$ cat src/rtl/tle_pkg.sv
// Shared constants for the temperature limit and alert logic
package tle_pkg;

  // Register pointers, as presented by the serial front end
  localparam logic [3:0] TLE_PTR_LOWER_LIMIT = 4'h3;
  localparam logic [3:0] TLE_PTR_CRIT_LIMIT = 4'h4;
  localparam logic [3:0] TLE_PTR_MEASURED = 4'h5;

  // Word layout shared by all temperature registers
  localparam int TLE_WORD_W = 16;
  localparam int TLE_TEMP_W = 13;
  localparam int TLE_SIGN_BIT = 12;
  localparam int TLE_CRIT_FLAG_BIT = 15;
  localparam int TLE_HIGH_FLAG_BIT = 14;
  localparam int TLE_LOW_FLAG_BIT = 13;
  localparam int TLE_LIMIT_MSB = 12;
  localparam int TLE_LIMIT_LSB = 2;

  // Reset values
  localparam logic [15:0] TLE_LIMIT_RESET = 16'h0000;
  localparam logic [15:0] TLE_MEASURED_RESET = 16'h0000;

  // Hysteresis in 0.0625 degree steps: 1.5, 3 and 6 degrees
  localparam logic [7:0] TLE_HYSTERESIS_NONE = 8'h00;
  localparam logic [7:0] TLE_HYSTERESIS_1P5 = 8'h18;
  localparam logic [7:0] TLE_HYSTERESIS_3P0 = 8'h30;
  localparam logic [7:0] TLE_HYSTERESIS_6P0 = 8'h60;

  // Hysteresis select codes
  localparam logic [1:0] TLE_HSEL_NONE = 2'h0;
  localparam logic [1:0] TLE_HSEL_1P5 = 2'h1;
  localparam logic [1:0] TLE_HSEL_3P0 = 2'h2;
  localparam logic [1:0] TLE_HSEL_6P0 = 2'h3;

  // Resolution capability codes: 9, 10, 11 or 12 fractional-limited bits
  localparam logic [1:0] TLE_RES_HALF = 2'h0;
  localparam logic [1:0] TLE_RES_QUARTER = 2'h1;
  localparam logic [1:0] TLE_RES_EIGHTH = 2'h2;
  localparam logic [1:0] TLE_RES_SIXTEENTH = 2'h3;

  // Interrupt-mode latch states, Gray coded along the usual path
  typedef enum logic [1:0] {
    TLE_ST_IDLE = 2'b00,
    TLE_ST_LATCHED = 2'b01,
    TLE_ST_CLR_PEND = 2'b11
  } tle_int_state_e;

endpackage : tle_pkg

$ cat src/rtl/tle_alert_core.sv
// Temperature limit registers, comparison flags and alert pin control
`timescale 1ns/1ps
// Operation
// - Limits hold 11-bit two's complement values
// - Bit 15 flags above critical limit
// - Bit 14 flags above high limit
// - Bit 13 flags below low limit
// - Two's complement coding, bit 12 sign
// - Reading stored as 13-bit signed, 0.0625 steps
// - Fine bits only when resolution allows
// - Limit bits 1 and 0 read zero
// - Interrupt mode latches alert on window crossings
// - Writing clear deasserts latched alert
// - Above critical, alert held and uncleared
// - Clear above critical is deferred, remembered
// - Comparator mode: alert outside window
// - Critical-only: alert only above critical
// - Comparator mode ignores clear requests
// - Critical and high trip above the limit, release below limit minus hysteresis; low the reverse
// - Shutdown stops updates, freezes reading
// - Shutdown keeps alert in prior state, unless an interrupt-mode clear below critical drops it
// - Limit writes re-evaluate the alert three cycles after the limit register loads
// - Reading refreshed once per sample period
// - Hysteresis codes: 0, 1.5, 3, 6 degrees
// - Disabled output floats or grounds per polarity
// - Critical-only select limits events to critical
// - Shutdown bit stops, clearing resumes sampling
module tle_alert_core
  import tle_pkg::*;
#(
  parameter int TEMP_W = TLE_TEMP_W // Width of the signed reading
) (
  input wire logic sys_clk,
  input wire logic sys_rst,
  // Register access from the serial front end, same clock
  input wire logic reg_wr_en,
  input wire logic reg_rd_en,
  input wire logic [3:0] reg_ptr,
  input wire logic [15:0] reg_wr_data,
  output logic [15:0] reg_rd_data,
  // Converter output, one pulse per sampling period
  input wire logic sample_valid,
  input wire logic [12:0] sample_value,
  // Configuration bits held elsewhere
  input wire logic [15:0] high_limit_word,
  input wire logic [1:0] hysteresis_select,
  input wire logic sensor_shutdown,
  input wire logic clear_request,
  input wire logic alert_output_enable,
  input wire logic critical_only_select,
  input wire logic alert_polarity,
  input wire logic interrupt_mode,
  input wire logic [1:0] resolution_capability,
  // Status and pin
  output logic alert_status,
  output logic measured_update,
  output logic alert_pin_o,
  output logic alert_pin_oe
);

  // Only the documented 13-bit reading is supported
  if (TEMP_W != TLE_TEMP_W) begin : g_width_check
    $error("tle_alert_core: TEMP_W must be 13");
  end

  logic [15:0] lower_limit_word; // Low limit as read back
  logic [15:0] crit_limit_word; // Critical limit as read back
  logic lower_wr; // Write strobe for the low limit
  logic crit_wr; // Write strobe for the critical limit
  logic [7:0] band_amount; // Selected hysteresis in reading steps
  logic crit_above; // Temperature above critical trip
  logic high_above; // Temperature above high trip
  logic low_above; // Temperature above low trip (inverted flag)

  logic [12:0] temp_r; // Frozen or live reading
  logic [12:0] temp_nxt;
  logic [2:0] flags_r; // Crit, high, low flags of the measured word
  logic [2:0] flags_nxt;
  logic [2:0] prev_flags_r; // Flags one cycle ago for crossing detect
  logic update_r; // One-cycle pulse on a reading refresh
  logic update_nxt;

  tle_int_state_e int_st_r; // Interrupt-mode event latch
  tle_int_state_e int_st_nxt;
  logic asserted_r; // Alert asserted, polarity independent
  logic asserted_nxt;
  logic pin_o_r;
  logic pin_o_nxt;
  logic pin_oe_r;
  logic pin_oe_nxt;
  logic [15:0] rd_data_r;
  logic [15:0] rd_data_nxt;

  // Limit write decode; the measured word is read-only
  assign lower_wr = reg_wr_en && reg_ptr == TLE_PTR_LOWER_LIMIT;
  assign crit_wr = reg_wr_en && reg_ptr == TLE_PTR_CRIT_LIMIT;

  // Low limit register
  tle_limit_reg u_lower_limit (
    .sys_clk(sys_clk),
    .sys_rst(sys_rst),
    .wr_en(lower_wr),
    .wr_data(reg_wr_data),
    .limit_word(lower_limit_word)
  );

  // Critical limit register
  tle_limit_reg u_crit_limit (
    .sys_clk(sys_clk),
    .sys_rst(sys_rst),
    .wr_en(crit_wr),
    .wr_data(reg_wr_data),
    .limit_word(crit_limit_word)
  );

  // Hysteresis decode
  always_comb begin
    case (hysteresis_select)
      TLE_HSEL_NONE: band_amount = TLE_HYSTERESIS_NONE;
      TLE_HSEL_1P5: band_amount = TLE_HYSTERESIS_1P5;
      TLE_HSEL_3P0: band_amount = TLE_HYSTERESIS_3P0;
      TLE_HSEL_6P0: band_amount = TLE_HYSTERESIS_6P0;
      default: band_amount = TLE_HYSTERESIS_NONE;
    endcase
  end

  // Comparators are registered, so a limit write reaches their outputs one cycle after the limit loads
  tle_trip_cmp u_cmp_crit (
    .sys_clk(sys_clk),
    .sys_rst(sys_rst),
    .temp(temp_r),
    .limit_word(crit_limit_word),
    .release_band(band_amount),
    .above(crit_above)
  );

  tle_trip_cmp u_cmp_high (
    .sys_clk(sys_clk),
    .sys_rst(sys_rst),
    .temp(temp_r),
    .limit_word(high_limit_word),
    .release_band(band_amount),
    .above(high_above)
  );

  tle_trip_cmp u_cmp_low (
    .sys_clk(sys_clk),
    .sys_rst(sys_rst),
    .temp(temp_r),
    .limit_word(lower_limit_word),
    .release_band(band_amount),
    .above(low_above)
  );

  // Reading capture: refresh per sample unless shut down
  always_comb begin
    temp_nxt = temp_r;
    update_nxt = 1'b0;
    if (sample_valid && !sensor_shutdown) begin
      temp_nxt = sample_value;
      update_nxt = 1'b1;
      // Mask fractional bits the converter does not resolve
      case (resolution_capability)
        TLE_RES_HALF: temp_nxt[2:0] = 3'h0;
        TLE_RES_QUARTER: temp_nxt[1:0] = 2'h0;
        TLE_RES_EIGHTH: temp_nxt[0] = 1'b0;
        default: temp_nxt = sample_value;
      endcase
    end
  end

  // Flags follow the comparators every cycle
  always_comb begin
    flags_nxt[2] = crit_above;
    flags_nxt[1] = high_above;
    flags_nxt[0] = !low_above;
  end

  // Reading and flag registers
  always_ff @(posedge sys_clk) begin
    if (sys_rst) begin
      temp_r <= TLE_MEASURED_RESET[12:0];
      flags_r <= 3'h0;
      prev_flags_r <= 3'h0;
      update_r <= 1'b0;
    end else begin
      temp_r <= temp_nxt;
      flags_r <= flags_nxt;
      prev_flags_r <= flags_r;
      update_r <= update_nxt;
    end
  end

  // Alert decision. Crossings are edges of the registered flags, so a
  // limit write shows up two cycles later, well inside one bus access.
  always_comb begin
    logic window_cross;
    logic crit_cross;
    logic crit_fell;
    logic outside;
    window_cross = (flags_r[1] != prev_flags_r[1]) || (flags_r[0] != prev_flags_r[0]);
    crit_cross = flags_r[2] != prev_flags_r[2];
    crit_fell = prev_flags_r[2] && !flags_r[2];
    outside = flags_r[1] || flags_r[0] || flags_r[2];
    int_st_nxt = int_st_r;
    asserted_nxt = asserted_r;
    if (sensor_shutdown) begin
      // Hold the pin as it was; only a clear may still drop a latched event
      if (interrupt_mode && !critical_only_select && clear_request
          && !flags_r[2]) begin
        int_st_nxt = TLE_ST_IDLE;
        asserted_nxt = 1'b0;
      end
    end else if (critical_only_select) begin
      // Only the critical trip drives the pin; clears do nothing here
      int_st_nxt = TLE_ST_IDLE;
      asserted_nxt = flags_r[2];
    end else if (!interrupt_mode) begin
      int_st_nxt = TLE_ST_IDLE;
      asserted_nxt = outside;
    end else begin
      case (int_st_r)
        TLE_ST_IDLE: begin
          if (window_cross || crit_cross || flags_r[2]) begin
            int_st_nxt = TLE_ST_LATCHED;
          end
        end
        TLE_ST_LATCHED: begin
          if (clear_request && flags_r[2]) begin
            int_st_nxt = TLE_ST_CLR_PEND;
          end else if (clear_request && !window_cross && !crit_cross) begin
            int_st_nxt = TLE_ST_IDLE;
          end
        end
        TLE_ST_CLR_PEND: begin
          // Deferred clear runs once the reading drops below critical
          if (crit_fell && !window_cross) begin
            int_st_nxt = TLE_ST_IDLE;
          end else if (!flags_r[2] && window_cross) begin
            int_st_nxt = TLE_ST_LATCHED;
          end
        end
        default: int_st_nxt = TLE_ST_IDLE;
      endcase
      // Above critical the alert stays on whatever was requested
      asserted_nxt = (int_st_nxt != TLE_ST_IDLE) || flags_r[2];
    end
  end

  // Pin drive: open drain, low is the only driven level
  always_comb begin
    pin_o_nxt = 1'b0;
    pin_oe_nxt = 1'b0;
    if (!alert_output_enable) begin
      pin_oe_nxt = alert_polarity;
    end else if (alert_polarity) begin
      pin_oe_nxt = !asserted_nxt;
    end else begin
      pin_oe_nxt = asserted_nxt;
    end
  end

  // Read mux, one cycle after the read strobe; unknown pointers read zero
  always_comb begin
    rd_data_nxt = rd_data_r;
    if (reg_rd_en) begin
      case (reg_ptr)
        TLE_PTR_LOWER_LIMIT: rd_data_nxt = lower_limit_word;
        TLE_PTR_CRIT_LIMIT: rd_data_nxt = crit_limit_word;
        TLE_PTR_MEASURED: rd_data_nxt = {flags_r, temp_r};
        default: rd_data_nxt = 16'h0000;
      endcase
    end
  end

  // Alert, pin and read registers
  always_ff @(posedge sys_clk) begin
    if (sys_rst) begin
      int_st_r <= TLE_ST_IDLE;
      asserted_r <= 1'b0;
      pin_o_r <= 1'b0;
      pin_oe_r <= 1'b0;
      rd_data_r <= 16'h0000;
    end else begin
      int_st_r <= int_st_nxt;
      asserted_r <= asserted_nxt;
      pin_o_r <= pin_o_nxt;
      pin_oe_r <= pin_oe_nxt;
      rd_data_r <= rd_data_nxt;
    end
  end

  // Status copy is gated by the output enable, independent of polarity
  always_ff @(posedge sys_clk) begin
    if (sys_rst) begin
      alert_status <= 1'b0;
    end else begin
      alert_status <= asserted_nxt && alert_output_enable;
    end
  end

  assign reg_rd_data = rd_data_r;
  assign measured_update = update_r;
  assign alert_pin_o = pin_o_r;
  assign alert_pin_oe = pin_oe_r;

endmodule : tle_alert_core

$ cat src/rtl/tle_limit_reg.sv
// One limit register holding an 11-bit two's complement trip point
`timescale 1ns/1ps
module tle_limit_reg
  import tle_pkg::*;
(
  input wire logic sys_clk,
  input wire logic sys_rst,
  input wire logic wr_en,
  input wire logic [15:0] wr_data,
  output logic [15:0] limit_word
);

  logic [10:0] field_r; // Sign plus ten magnitude bits
  logic [10:0] field_nxt;

  // Keep only bits 12..2; a write simply replaces the field
  always_comb begin
    field_nxt = field_r;
    if (wr_en) begin
      field_nxt = wr_data[TLE_LIMIT_MSB:TLE_LIMIT_LSB];
    end
  end

  // Register stage
  always_ff @(posedge sys_clk) begin
    if (sys_rst) begin
      field_r <= TLE_LIMIT_RESET[TLE_LIMIT_MSB:TLE_LIMIT_LSB];
    end else begin
      field_r <= field_nxt;
    end
  end

  // Top three bits and the two trailing bits always read back as zero
  assign limit_word = {3'h0, field_r, 2'h0};

endmodule : tle_limit_reg

$ cat src/rtl/tle_trip_cmp.sv
// Threshold comparator with falling-side hysteresis
`timescale 1ns/1ps
module tle_trip_cmp
  import tle_pkg::*;
(
  input wire logic sys_clk,
  input wire logic sys_rst,
  input wire logic [12:0] temp,
  input wire logic [15:0] limit_word,
  input wire logic [7:0] release_band,
  output logic above
);

  logic above_r; // Registered comparison state
  logic above_nxt;
  logic signed [14:0] temp_s; // Widened so the subtraction cannot wrap
  logic signed [14:0] trip_s;
  logic signed [14:0] release_s;

  // Set above the limit, release below limit minus hysteresis, or at the limit when there is none
  always_comb begin
    temp_s = 15'(signed'(temp));
    trip_s = 15'(signed'(limit_word[TLE_SIGN_BIT:0]));
    release_s = trip_s - signed'({7'h00, release_band});
    above_nxt = above_r;
    if (temp_s > trip_s) begin
      above_nxt = 1'b1;
    end else if (temp_s < release_s) begin
      above_nxt = 1'b0;
    end else if (temp_s <= trip_s && release_band == TLE_HYSTERESIS_NONE) begin
      // Without hysteresis, equality counts as not above
      above_nxt = 1'b0;
    end
  end

  // Register stage
  always_ff @(posedge sys_clk) begin
    if (sys_rst) begin
      above_r <= 1'b0;
    end else begin
      above_r <= above_nxt;
    end
  end

  assign above = above_r;

endmodule : tle_trip_cmp

$ cat config.mk
export PLATFORM = sky130hd
export DESIGN_NAME = tle_alert_core
export DESIGN_NICKNAME = d
export VERILOG_FILES = /design/src/rtl/tle_pkg.sv /design/src/rtl/tle_alert_core.sv /design/src/rtl/tle_limit_reg.sv /design/src/rtl/tle_trip_cmp.sv
export SDC_FILE = /design/constraint.sdc
export NUM_CORES = 1
export LEC_CHECK = 0
export BUFFER_PORTS_ARGS = -buffer_cell sky130_fd_sc_hd__buf_2
export CORE_ASPECT_RATIO = 0.5
export CORE_MARGIN = 3
export CORE_UTILIZATION = 40
export DETAILED_ROUTE_END_ITERATION = 8
export GPL_TIMING_DRIVEN = 0
export PLACE_DENSITY = 0.69
export SLEW_MARGIN = 40
export SYNTH_ARGS = -nofsm -noshare
export SYNTH_HDL_FRONTEND = slang
export SYNTH_HIERARCHICAL = 1
export SYNTH_SLANG_ARGS = --single-unit
$ cat constraint.sdc
create_clock -name sys_clk -period 3.4 [get_ports sys_clk]
set_input_delay 0.68 -clock sys_clk [delete_from_list [all_inputs] [get_ports sys_clk]]
set_output_delay 0.68 -clock sys_clk [all_outputs]
set_load 0.005 [all_outputs]
# Word level (Yosys, flattened, before mapping)
# Index checks and enable logic that the tools add are counted.
# W data, S select, Z words.
[word_totals]
register_bits = 66
mem_count = 0
latchBits = 0
out_inout_bits = 20
mem_bits_ro = 0
elab_cells = 113
ram_bits = 0
in_bits = 64
[classes]
n_mux = 34
n_reduce_logical = 39
n_mul = 0
div = 0
n_addsub = 3
n_bitwise = 0
order_cmp = 9
n_eq_ne = 14
shifts = 0
[op_table]
columns = ["op", "count"]
rows = [
  ["$pmux W16 S3", 1],
  ["$lt A13 B14 Y1", 3],
  ["$sub A13 B9 Y14", 3],
  ["$gt A13 B13 Y1", 3],
  ["$le A13 B13 Y1", 3],
  ["$pmux W8 S4", 1],
  ["$mux W2", 12],
  ["$mux W1", 19],
  ["$logic_and A1 B1 Y1", 16],
  ["$reduce_bool A3 Y1", 3],
  ["$eq A2 B2 Y1 const B", 4],
  ["$eq A4 B3 Y1 const B", 2],
  ["$logic_not A8 Y1", 1],
  ["$logic_not A1 Y1", 7],
  ["$eq A2 B1 Y1 const B", 3],
  ["$logic_not A2 Y1", 3],
  ["$logic_or A1 B1 Y1", 6],
  ["$pmux W2 S3", 1],
  ["$eq A4 B2 Y1 const B", 1],
  ["$ne A1 B1 Y1", 3],
  ["$reduce_or A3 Y1", 1],
  ["$ne A2 B1 Y1 const B", 1],
  ["$reduce_bool A2 Y1", 1],
  ["$reduce_or A2 Y1", 1],
]

# Depth between registers and ports, before layout
# Gate-level depths: netlist of the first run.
[depth]
ltp_word = 19
mapped_depth = 16
ltp_nobuf = 16

# Cells and area by module
# The synthesis of the first run kept the hierarchy.
[modules_own_cells]
columns = ["mod", "area_each_um2", "instances", "cells_each", "seq_area_each_um2"]
rows = [
  ["tle_trip_cmp", 1167.4, 3, 148, 20.0],
  ["tle_alert_core", 1995.7, 1, 223, 820.8],
  ["tle_limit_reg", 427.9, 2, 41, 220.2],
]

# Least setup slack after synthesis of the first run
# No wires, ideal clock.
[synth_path]
kind = "in2reg"
from = "in hysteresis_select[0]"
to = "reg u_cmp_high.above_r (netlist: u_cmp_high/above)"
setup_ps = 128
arrival_ps = 3529
stages = 15
path_buffers = 0
slack_ps = -257
t_required_ps = 3272
path_cell_list = "ha_1 -> or2_2 -> inv_1 -> ha_1 -> or2_1 -> a21oi_1 -> a31oi_2 -> a32o_1 -> a21oi_1 -> ha_1 -> a21o_1 -> a2111oi_2 -> o211ai_1 -> o21ai_1 -> o211ai_1"
[synth_between]
elab_chain_cells = 6
word_cells_on_any_way = 12
cone_classes = "add/sub (1); order compare (1); eq/ne (3); mux (3); reduce/logical (4)"
[synth_rtl]
columns = ["element", "line_no", "source"]
rows = [
  ["from (decl)", "tle_alert_core.sv:46", "input wire logic [1:0] hysteresis_select,"],
  ["$eq A2 B2 Y1 (tied with other cells)", "tle_alert_core.sv:118", "case (hysteresis_select)"],
  ["$pmux W8 S4 *", "tle_alert_core.sv:118", ""],
  ["via band_amount[5]", "tle_alert_core.sv:70", "logic [7:0] band_amount;"],
  ["$sub A13 B9 Y14", "tle_trip_cmp.sv:24", "release_s = trip_s - signed'({7'h00, release_band});"],
  ["$lt A13 B14 Y1", "tle_trip_cmp.sv:28", "end else if (temp_s < release_s) begin"],
  ["$mux W1", "tle_trip_cmp.sv:28", ""],
  ["$mux W1", "tle_trip_cmp.sv:26", "if (temp_s > trip_s) begin"],
  ["to (signal assigned)", "tle_trip_cmp.sv:41", "above_r <= above_nxt;"],
  ["to (decl)", "tle_trip_cmp.sv:14", "logic above_r;"],
]
# The timed path passes the listed nets; every way through them passes the cells marked *. The select of a mux whose other input is x is not followed.
# A chain may end at the register's enable or synchronous reset.

# Final worst setup path of the first run
[layout_path]
from = "in hysteresis_select[0]"
to = "reg u_cmp_low.above_r (netlist: u_cmp_low/above)"
[layout_between]
elab_chain_cells = 6
word_cells_on_any_way = 12
cone_classes = "add/sub (1); order compare (1); eq/ne (3); mux (3); reduce/logical (4)"
[layout_rtl]
columns = ["element", "line_no"]
rows = [
  ["$eq A2 B2 Y1 (tied with other cells)", "tle_alert_core.sv:118"],
  ["$pmux W8 S4 *", "tle_alert_core.sv:118"],
  ["via band_amount[6]", "tle_alert_core.sv:70"],
  ["$sub A13 B9 Y14", "tle_trip_cmp.sv:24"],
  ["$lt A13 B14 Y1", "tle_trip_cmp.sv:28"],
  ["$mux W1", "tle_trip_cmp.sv:28"],
  ["$mux W1", "tle_trip_cmp.sv:26"],
  ["to (signal assigned)", "tle_trip_cmp.sv:41"],
  ["to (decl)", "tle_trip_cmp.sv:14"],
]
# Marks and branches as above.

==> results of run 1 <==
layout make-up:
class	count	area, µm²
Multi-Input combinational cell	605	4910
Timing Repair Buffer	80	449
Inverter	83	322
Sequential cell	66	1320
Fill cell	1400	7200
Buffer	30	194
Clock buffer	10	239
Clock inverter	6	90.1
Tap cell	198	248
state kept, by name, indices dropped and copies added (netlist names), 2 cells and up:
register	cells
temp_r	13
int_st_r	2
flags_r	3
prev_flags_r	3
reg_rd_data	16
u_lower_limit/field_r	11
u_crit_limit/field_r	11
power groups by stage:
stage | logic (µW) | clock network (µW) | registers [µW]
final | 740 | 1010 | 865
after global placement | 661 | 0 | 880
after CTS | 716 | 1030 | 864
after floorplan | 510 | 0 | 861
after global routing | 829 | 1070 | 870
after detailed placement | 681 | 0 | 881
logic make-up after synthesis:
logic type	Yosys count
DFF	66
buffers and inverters	113
AOI/OAI and AO/OA	176
muxes	39
other	3
adders and majority gates	109
xor gates and xnor gates	32
and+or+nand+nor	211
routing by layer:
metal  share of wire  wire, µm  vias up  global-route usage
met4           0.019       333        0              0.0572
met5               0         0        -                   0
li1                -         -     2915                   -
met2            0.45      8110      162               0.352
met1            0.48      8680     2744               0.277
met3           0.046       828       30              0.0335
per-stage QoR:
stage	util	setup WS (ps)	std cells	setup TNS, ps
after floorplan	-	-13.7	784	-37.6
after global placement	0.482	-609	1054	-1660
after detailed placement	0.482	-690	1054	-1830
after CTS	0.516	-73.4	1077	-131
after global routing	0.519	-203	1078	-543
final	0.519	-51.6	1078	-59.8
worst min path at each step:
stage,to,from,cells after the start
final,flags_r[0],u_cmp_low/above,1
after global routing,flags_r[0],u_cmp_low/above,1
after CTS,flags_r[0],u_cmp_low/above,1
after detailed placement,flags_r[0],u_cmp_low/above,1
after global placement,flags_r[0],u_cmp_low/above,1
after floorplan,flags_r[0],u_cmp_low/above,1
cells in the final DEF (no fill, tap or decap), types with 4 or more instances in the layout:
| cell type | count |
|---|---|
| buf_4 | 20 |
| ha_4 | 9 |
| o21ai_0 | 15 |
| conb_1 | 38 |
| a21oi_2 | 6 |
| buf_6 | 5 |
| o21ai_1 | 9 |
| o21a_1 | 6 |
| or3_1 | 4 |
| xnor2_1 | 29 |
| clkbuf_1 | 11 |
| nor4_1 | 7 |
| nor2_1 | 53 |
| clkbuf_16 | 9 |
| ha_1 | 96 |
| nand2_1 | 35 |
| a21oi_1 | 35 |
| a211oi_1 | 25 |
| dfxtp_1 | 66 |
| a31oi_2 | 5 |
| nand4_1 | 7 |
| nor2b_1 | 12 |
| mux2_2 | 16 |
| buf_2 | 72 |
| a311o_1 | 5 |
| and3_1 | 9 |
| and2_1 | 5 |
| inv_1 | 79 |
| nand3_1 | 13 |
| o211ai_1 | 10 |
| nand2b_1 | 13 |
| a22oi_1 | 16 |
| mux2i_1 | 23 |
| a21o_1 | 7 |
| nor3_1 | 18 |
timing repair:
action                     in CTS  in global routing
setup endpoints to repair       3                  3
hold endpoints to repair        0                  0
gates resized for setup        27                  7
setup buffers                   7                  1
pin swaps                      20                 12
==> metrics.yaml, run 1 <==
power_switching_uw: 791
synth-simple-area-share: 0.185
postCtsHoldBufs: 0
cp_cell_sequence: "buf_12 > ha_4 > or2_4 > inv_2 > ha_4 > or2_1 > a21oi_2 > a31oi_4 > a32o_2 > a21oi_2 > ha_1 > a21o_1 > a2111oi_4 > o211ai_1 > o21ai_1 > o211ai_1"
rows: 31
critPathArrivalTime_ps: 3630
seqPwrFrac: 0.330
synth.most_common_cell: "ha_1"
p_per_area_mw_per_mm2: 337
p_total_uw: 2620
layout.nets: 1048
status: "finished with violations"
grt_pass1_wl_um: 28900
crit_family: "compound AO/OA/AOI/OAI gates"
period_share: 1.02
synth.area.mux_share: 0.0646
path_max_fanout: 5
setup_viol: 3
gp_routability_congestion: 0.886
sw_frac_of_total: 0.302
drive_gt1_frac: 0.218
htree_levels: 3
cp-start-kind: "primary input"
cts_buffers: 9
path_buf_inv: 2
critPathMaxStageDelay_ps: 350
endpoint: "u_cmp_low/above"
start_util: 0.424
avgSynthCellArea_um2: 8.48
drtPass1Iterations: 6
worstMarginPinSlew_ps: 579
antenna_found_initial: 0
worst_slack_ps: -51.6
vias: 5851
grt_pass1_vias: 5841
grt_setup_unrepaired: "yes"
ir_drop_uv: 215
syn_area_mm2: 0.00635
violations: "setup timing"
ant_nets: 0
die_w_um: 184
ioPinCount: 84
async_flop_share: 0
synthTopCellsByCount: "ha_1 (106), inv_1 (83), dfxtp_1 (66)"
hold_viol_final: 0
path_depth: 16
power_frac_comb: 0.283
coreArea_mm2: 0.0150
regToRegStartpoint: "u_lower_limit/field_r[0]"
synthXorXnorAreaFrac: 0.0441
synth_compound_area_frac: 0.199
slowest_stage: "a2111oi_4"
route.detailed.drc: 0
synth_edf_count: 0
grt_overflow: 0
cp-startpoint: "hysteresis_select[0]"
design.die.area_mm2: 0.0175
ys_seq_area_frac: 0.208
synth_cell_type_count: 61
wl_per_cell_um: 16.7
clock-root-buffer: "clkbuf_16"
place_area_mm2: 0.00722
synth_fa_ha_area_frac: 0.218
synth_cells: 749
skew_ps: 8.23
synth_top_family_by_area: "adder cells"
cts.clk_slew.worst_paths_ps: 60
maxSlewHeadroom: 0.614
yosysTopAreaCellShare: 0.209
cap_violations: 0
reg2regPathDepth: 12
holdWs_ps: 428
finalCriticalPeriod_ps: 3450
viasPerCell: 5.43
ys_ff_latch: 66
clock_latency_ps: 330
synth_area_leaders: "ha_1 (21%), dfxtp_1 (21%), inv_1 (4.9%), xnor2_1 (4.0%), mux2i_1 (3.6%)"
drtIter0Drc: 383
ys.flop_type: "dfxtp_1"
timing.rr.end: "u_cmp_low/above"
wl_um: 18000
p_leak_uw: 0.00339
n_antenna_cell: 0
r2r_slack_ps: 330
die_y_um: 95.1
hp-class: "register to register"
slew_viol_final: 0
cp.required_ps: 3580
area_delta_synth_final_pct: 22.3
design_area_mm2: 0.00777
port_buffers: 72
clockPowerShare: 0.387
hpwlAfterDp_um: 13900
p_int_uw: 1830
cts_tree: "done"
grtUsageTotal: 0.208
grt_max_degree: 13
end_kind: "register"
criticalPathCategory: "primary input to register"
cts.sinks: 66
clockBufferDepth: 2
yosysTopAreaCell: "ha_1"
ys_warn_count: 6
fmax_ghz: 0.290
(Power assumes the default switching activity.)
==> inputs of run 2 (changes only) <==
--- a/config.mk
+++ b/config.mk
@@ -6,12 +6,14 @@
 export NUM_CORES = 1
 export LEC_CHECK = 0
 export BUFFER_PORTS_ARGS = -buffer_cell sky130_fd_sc_hd__buf_2
+export CELL_PAD_IN_SITES_DETAIL_PLACEMENT = 0
+export CELL_PAD_IN_SITES_GLOBAL_PLACEMENT = 1
 export CORE_ASPECT_RATIO = 0.5
 export CORE_MARGIN = 3
 export CORE_UTILIZATION = 40
 export DETAILED_ROUTE_END_ITERATION = 8
 export GPL_TIMING_DRIVEN = 0
-export PLACE_DENSITY = 0.69
+export PLACE_DENSITY = 0.85
 export SLEW_MARGIN = 40
 export SYNTH_ARGS = -nofsm -noshare
 export SYNTH_HDL_FRONTEND = slang
==> metrics.yaml, run 2 (same netlist as run 1, synthesis figures left out) <==
clock-root-buffer: "clkbuf_16"
min_path_cells: 1
antenna_found_initial: 0
n_antenna_cell: 0
reg2regPathDepth: 12
drtPass1Iterations: 4
die_w_um: 184
largest_register_ffs: 16
critPathArrivalTime_ps: 3630
maxSlewHeadroom: 0.590
worstMarginPinSlew_ps: 615
clock_latency_ps: 340
start_util: 0.424
grtUsageTotal: 0.209
wl_per_cell_um: 16.8
hold_start: "u_cmp_low/above"
coreArea_mm2: 0.0150
dp_slack_ps: -664
min_to: "flags_r[0]"
drive_gt1_frac: 0.224
grt_overflow: 0
hold_viol_final: 0
cts_tree: "done"
ant_nets: 0
grt_pass1_vias: 5644
worst_slack_ps: -31.4
p_per_area_mw_per_mm2: 327
status: "finished with violations"
finalCriticalPeriod_ps: 3430
grt_max_degree: 13
design.die.area_mm2: 0.0175
path_max_fanout: 5
timing.rr.end: "u_cmp_crit/above"
ir_drop_uv: 262
layout.nets: 1055
period_share: 1.01
die_y_um: 95.1
viasPerCell: 5.39
regToRegStartpoint: "u_crit_limit/field_r[0]"
clockBufferDepth: 2
slew_viol_final: 0
end_kind: "register"
cap_violations: 0
cts.clk_slew.worst_paths_ps: 50
crit_family: "compound AO/OA/AOI/OAI gates"
cp.required_ps: 3590
setup_viol: 3
mostFrequentLayoutCell: "ha_1"
route.detailed.drc: 0
cts.sinks: 66
path_buf_inv: 3
final_cell_mix: "ha_1 (95), inv_1 (79), buf_2 (72)"
drtIter0Drc: 344
rows: 31
ioPinCount: 84
hp-class: "register to register"
port_buffers: 72
wl_um: 18300
p_leak_uw: 0.00341
criticalPathCategory: "primary input to register"
htree_levels: 3
gp_routability_congestion: 0.867
fmax_ghz: 0.291
cp-start-kind: "primary input"
r2r_slack_ps: 340
path_depth: 17
cp_cell_sequence: "buf_8 > inv_4 > ha_4 > or2_4 > inv_1 > ha_4 > or2_1 > a21oi_2 > a31oi_4 > a32o_1 > a21oi_2 > ha_1 > a21o_1 > a2111oi_4 > o211ai_1 > o21ai_1 > o211ai_1"
grt_setup_unrepaired: "yes"
critPathMaxStageDelay_ps: 360
grt_pass1_wl_um: 28800
skew_ps: 9.54
area_delta_synth_final_pct: 23.3
violations: "setup timing"
slowest_stage: "a2111oi_4"
cts_buffers: 9
vias: 5844
setup_tns_ps: -87.2
hpwlAfterDp_um: 14100
## run 2: how the worst max path moves through the flow
stage                                     from          endpoint  slack (ps)
final                     hysteresis_select[0]   u_cmp_low/above         -30
after global routing      hysteresis_select[0]  u_cmp_high/above        -170
after CTS                 hysteresis_select[1]  u_cmp_high/above         -60
after detailed placement  hysteresis_select[1]   u_cmp_low/above        -660
after global placement    hysteresis_select[0]   u_cmp_low/above        -560
after floorplan           hysteresis_select[0]  u_cmp_crit/above         -10
## run 2: power breakdown
| part | switching [µW] | leakage, µW | total [µW] | internal, µW |
|---|---|---|---|---|
| Sequential | 51.5 | 0.000539 | 866 | 814 |
| Combinational | 396 | 0.00272 | 753 | 358 |
| Clock | 355 | 0.000152 | 943 | 588 |
| Total | 802 | 0.00341 | 2560 | 1760 |
## run 2: routing by layer
metal  vias to the layer above  global-route usage  part of all wire  wire, µm
li1                       2934                   -                 -         -
met1                      2760               0.288              0.50      9040
met2                       128               0.345              0.45      8180
met3                        22              0.0370             0.042       767
met4                         0              0.0446             0.014       255
met5                         -                   0                 0         0
## run 2: what timing repair did
action | CTS | global route
gates resized for setup | 26 | 11
hold buffers | 0 | 0
setup buffers | 8 | 7
pin swaps | 18 | 28
setup endpoints to repair | 3 | 3
## run 2: stage by stage
| stage | hold slack, ps | area, µm² | total power [µW] | std cells | utilization |
|---|---|---|---|---|---|
| finish | 434 | 7830 | 2560 | 1085 | 0.523 |
| global placement | 431 | 7220 | 1550 | 1054 | 0.482 |
| floorplan | 394 | 6610 | 1370 | 784 | - |
| CTS | 438 | 7720 | 2540 | 1078 | 0.515 |
| detailed placement | 428 | 7220 | 1560 | 1054 | 0.482 |
| global route | 458 | 7830 | 2710 | 1085 | 0.523 |
## run 2: area by class of cell
| class | instances | area, µm² |
|---|---|---|
| clock buffer | 10 | 239 |
| timing repair buffer | 87 | 497 |
| multi-input combinational | 605 | 4950 |
| clock inverter | 6 | 66.3 |
| buffer | 30 | 194 |
| inverter | 83 | 319 |
| fill | 1432 | 7140 |
| tap | 198 | 248 |
| sequential | 66 | 1320 |
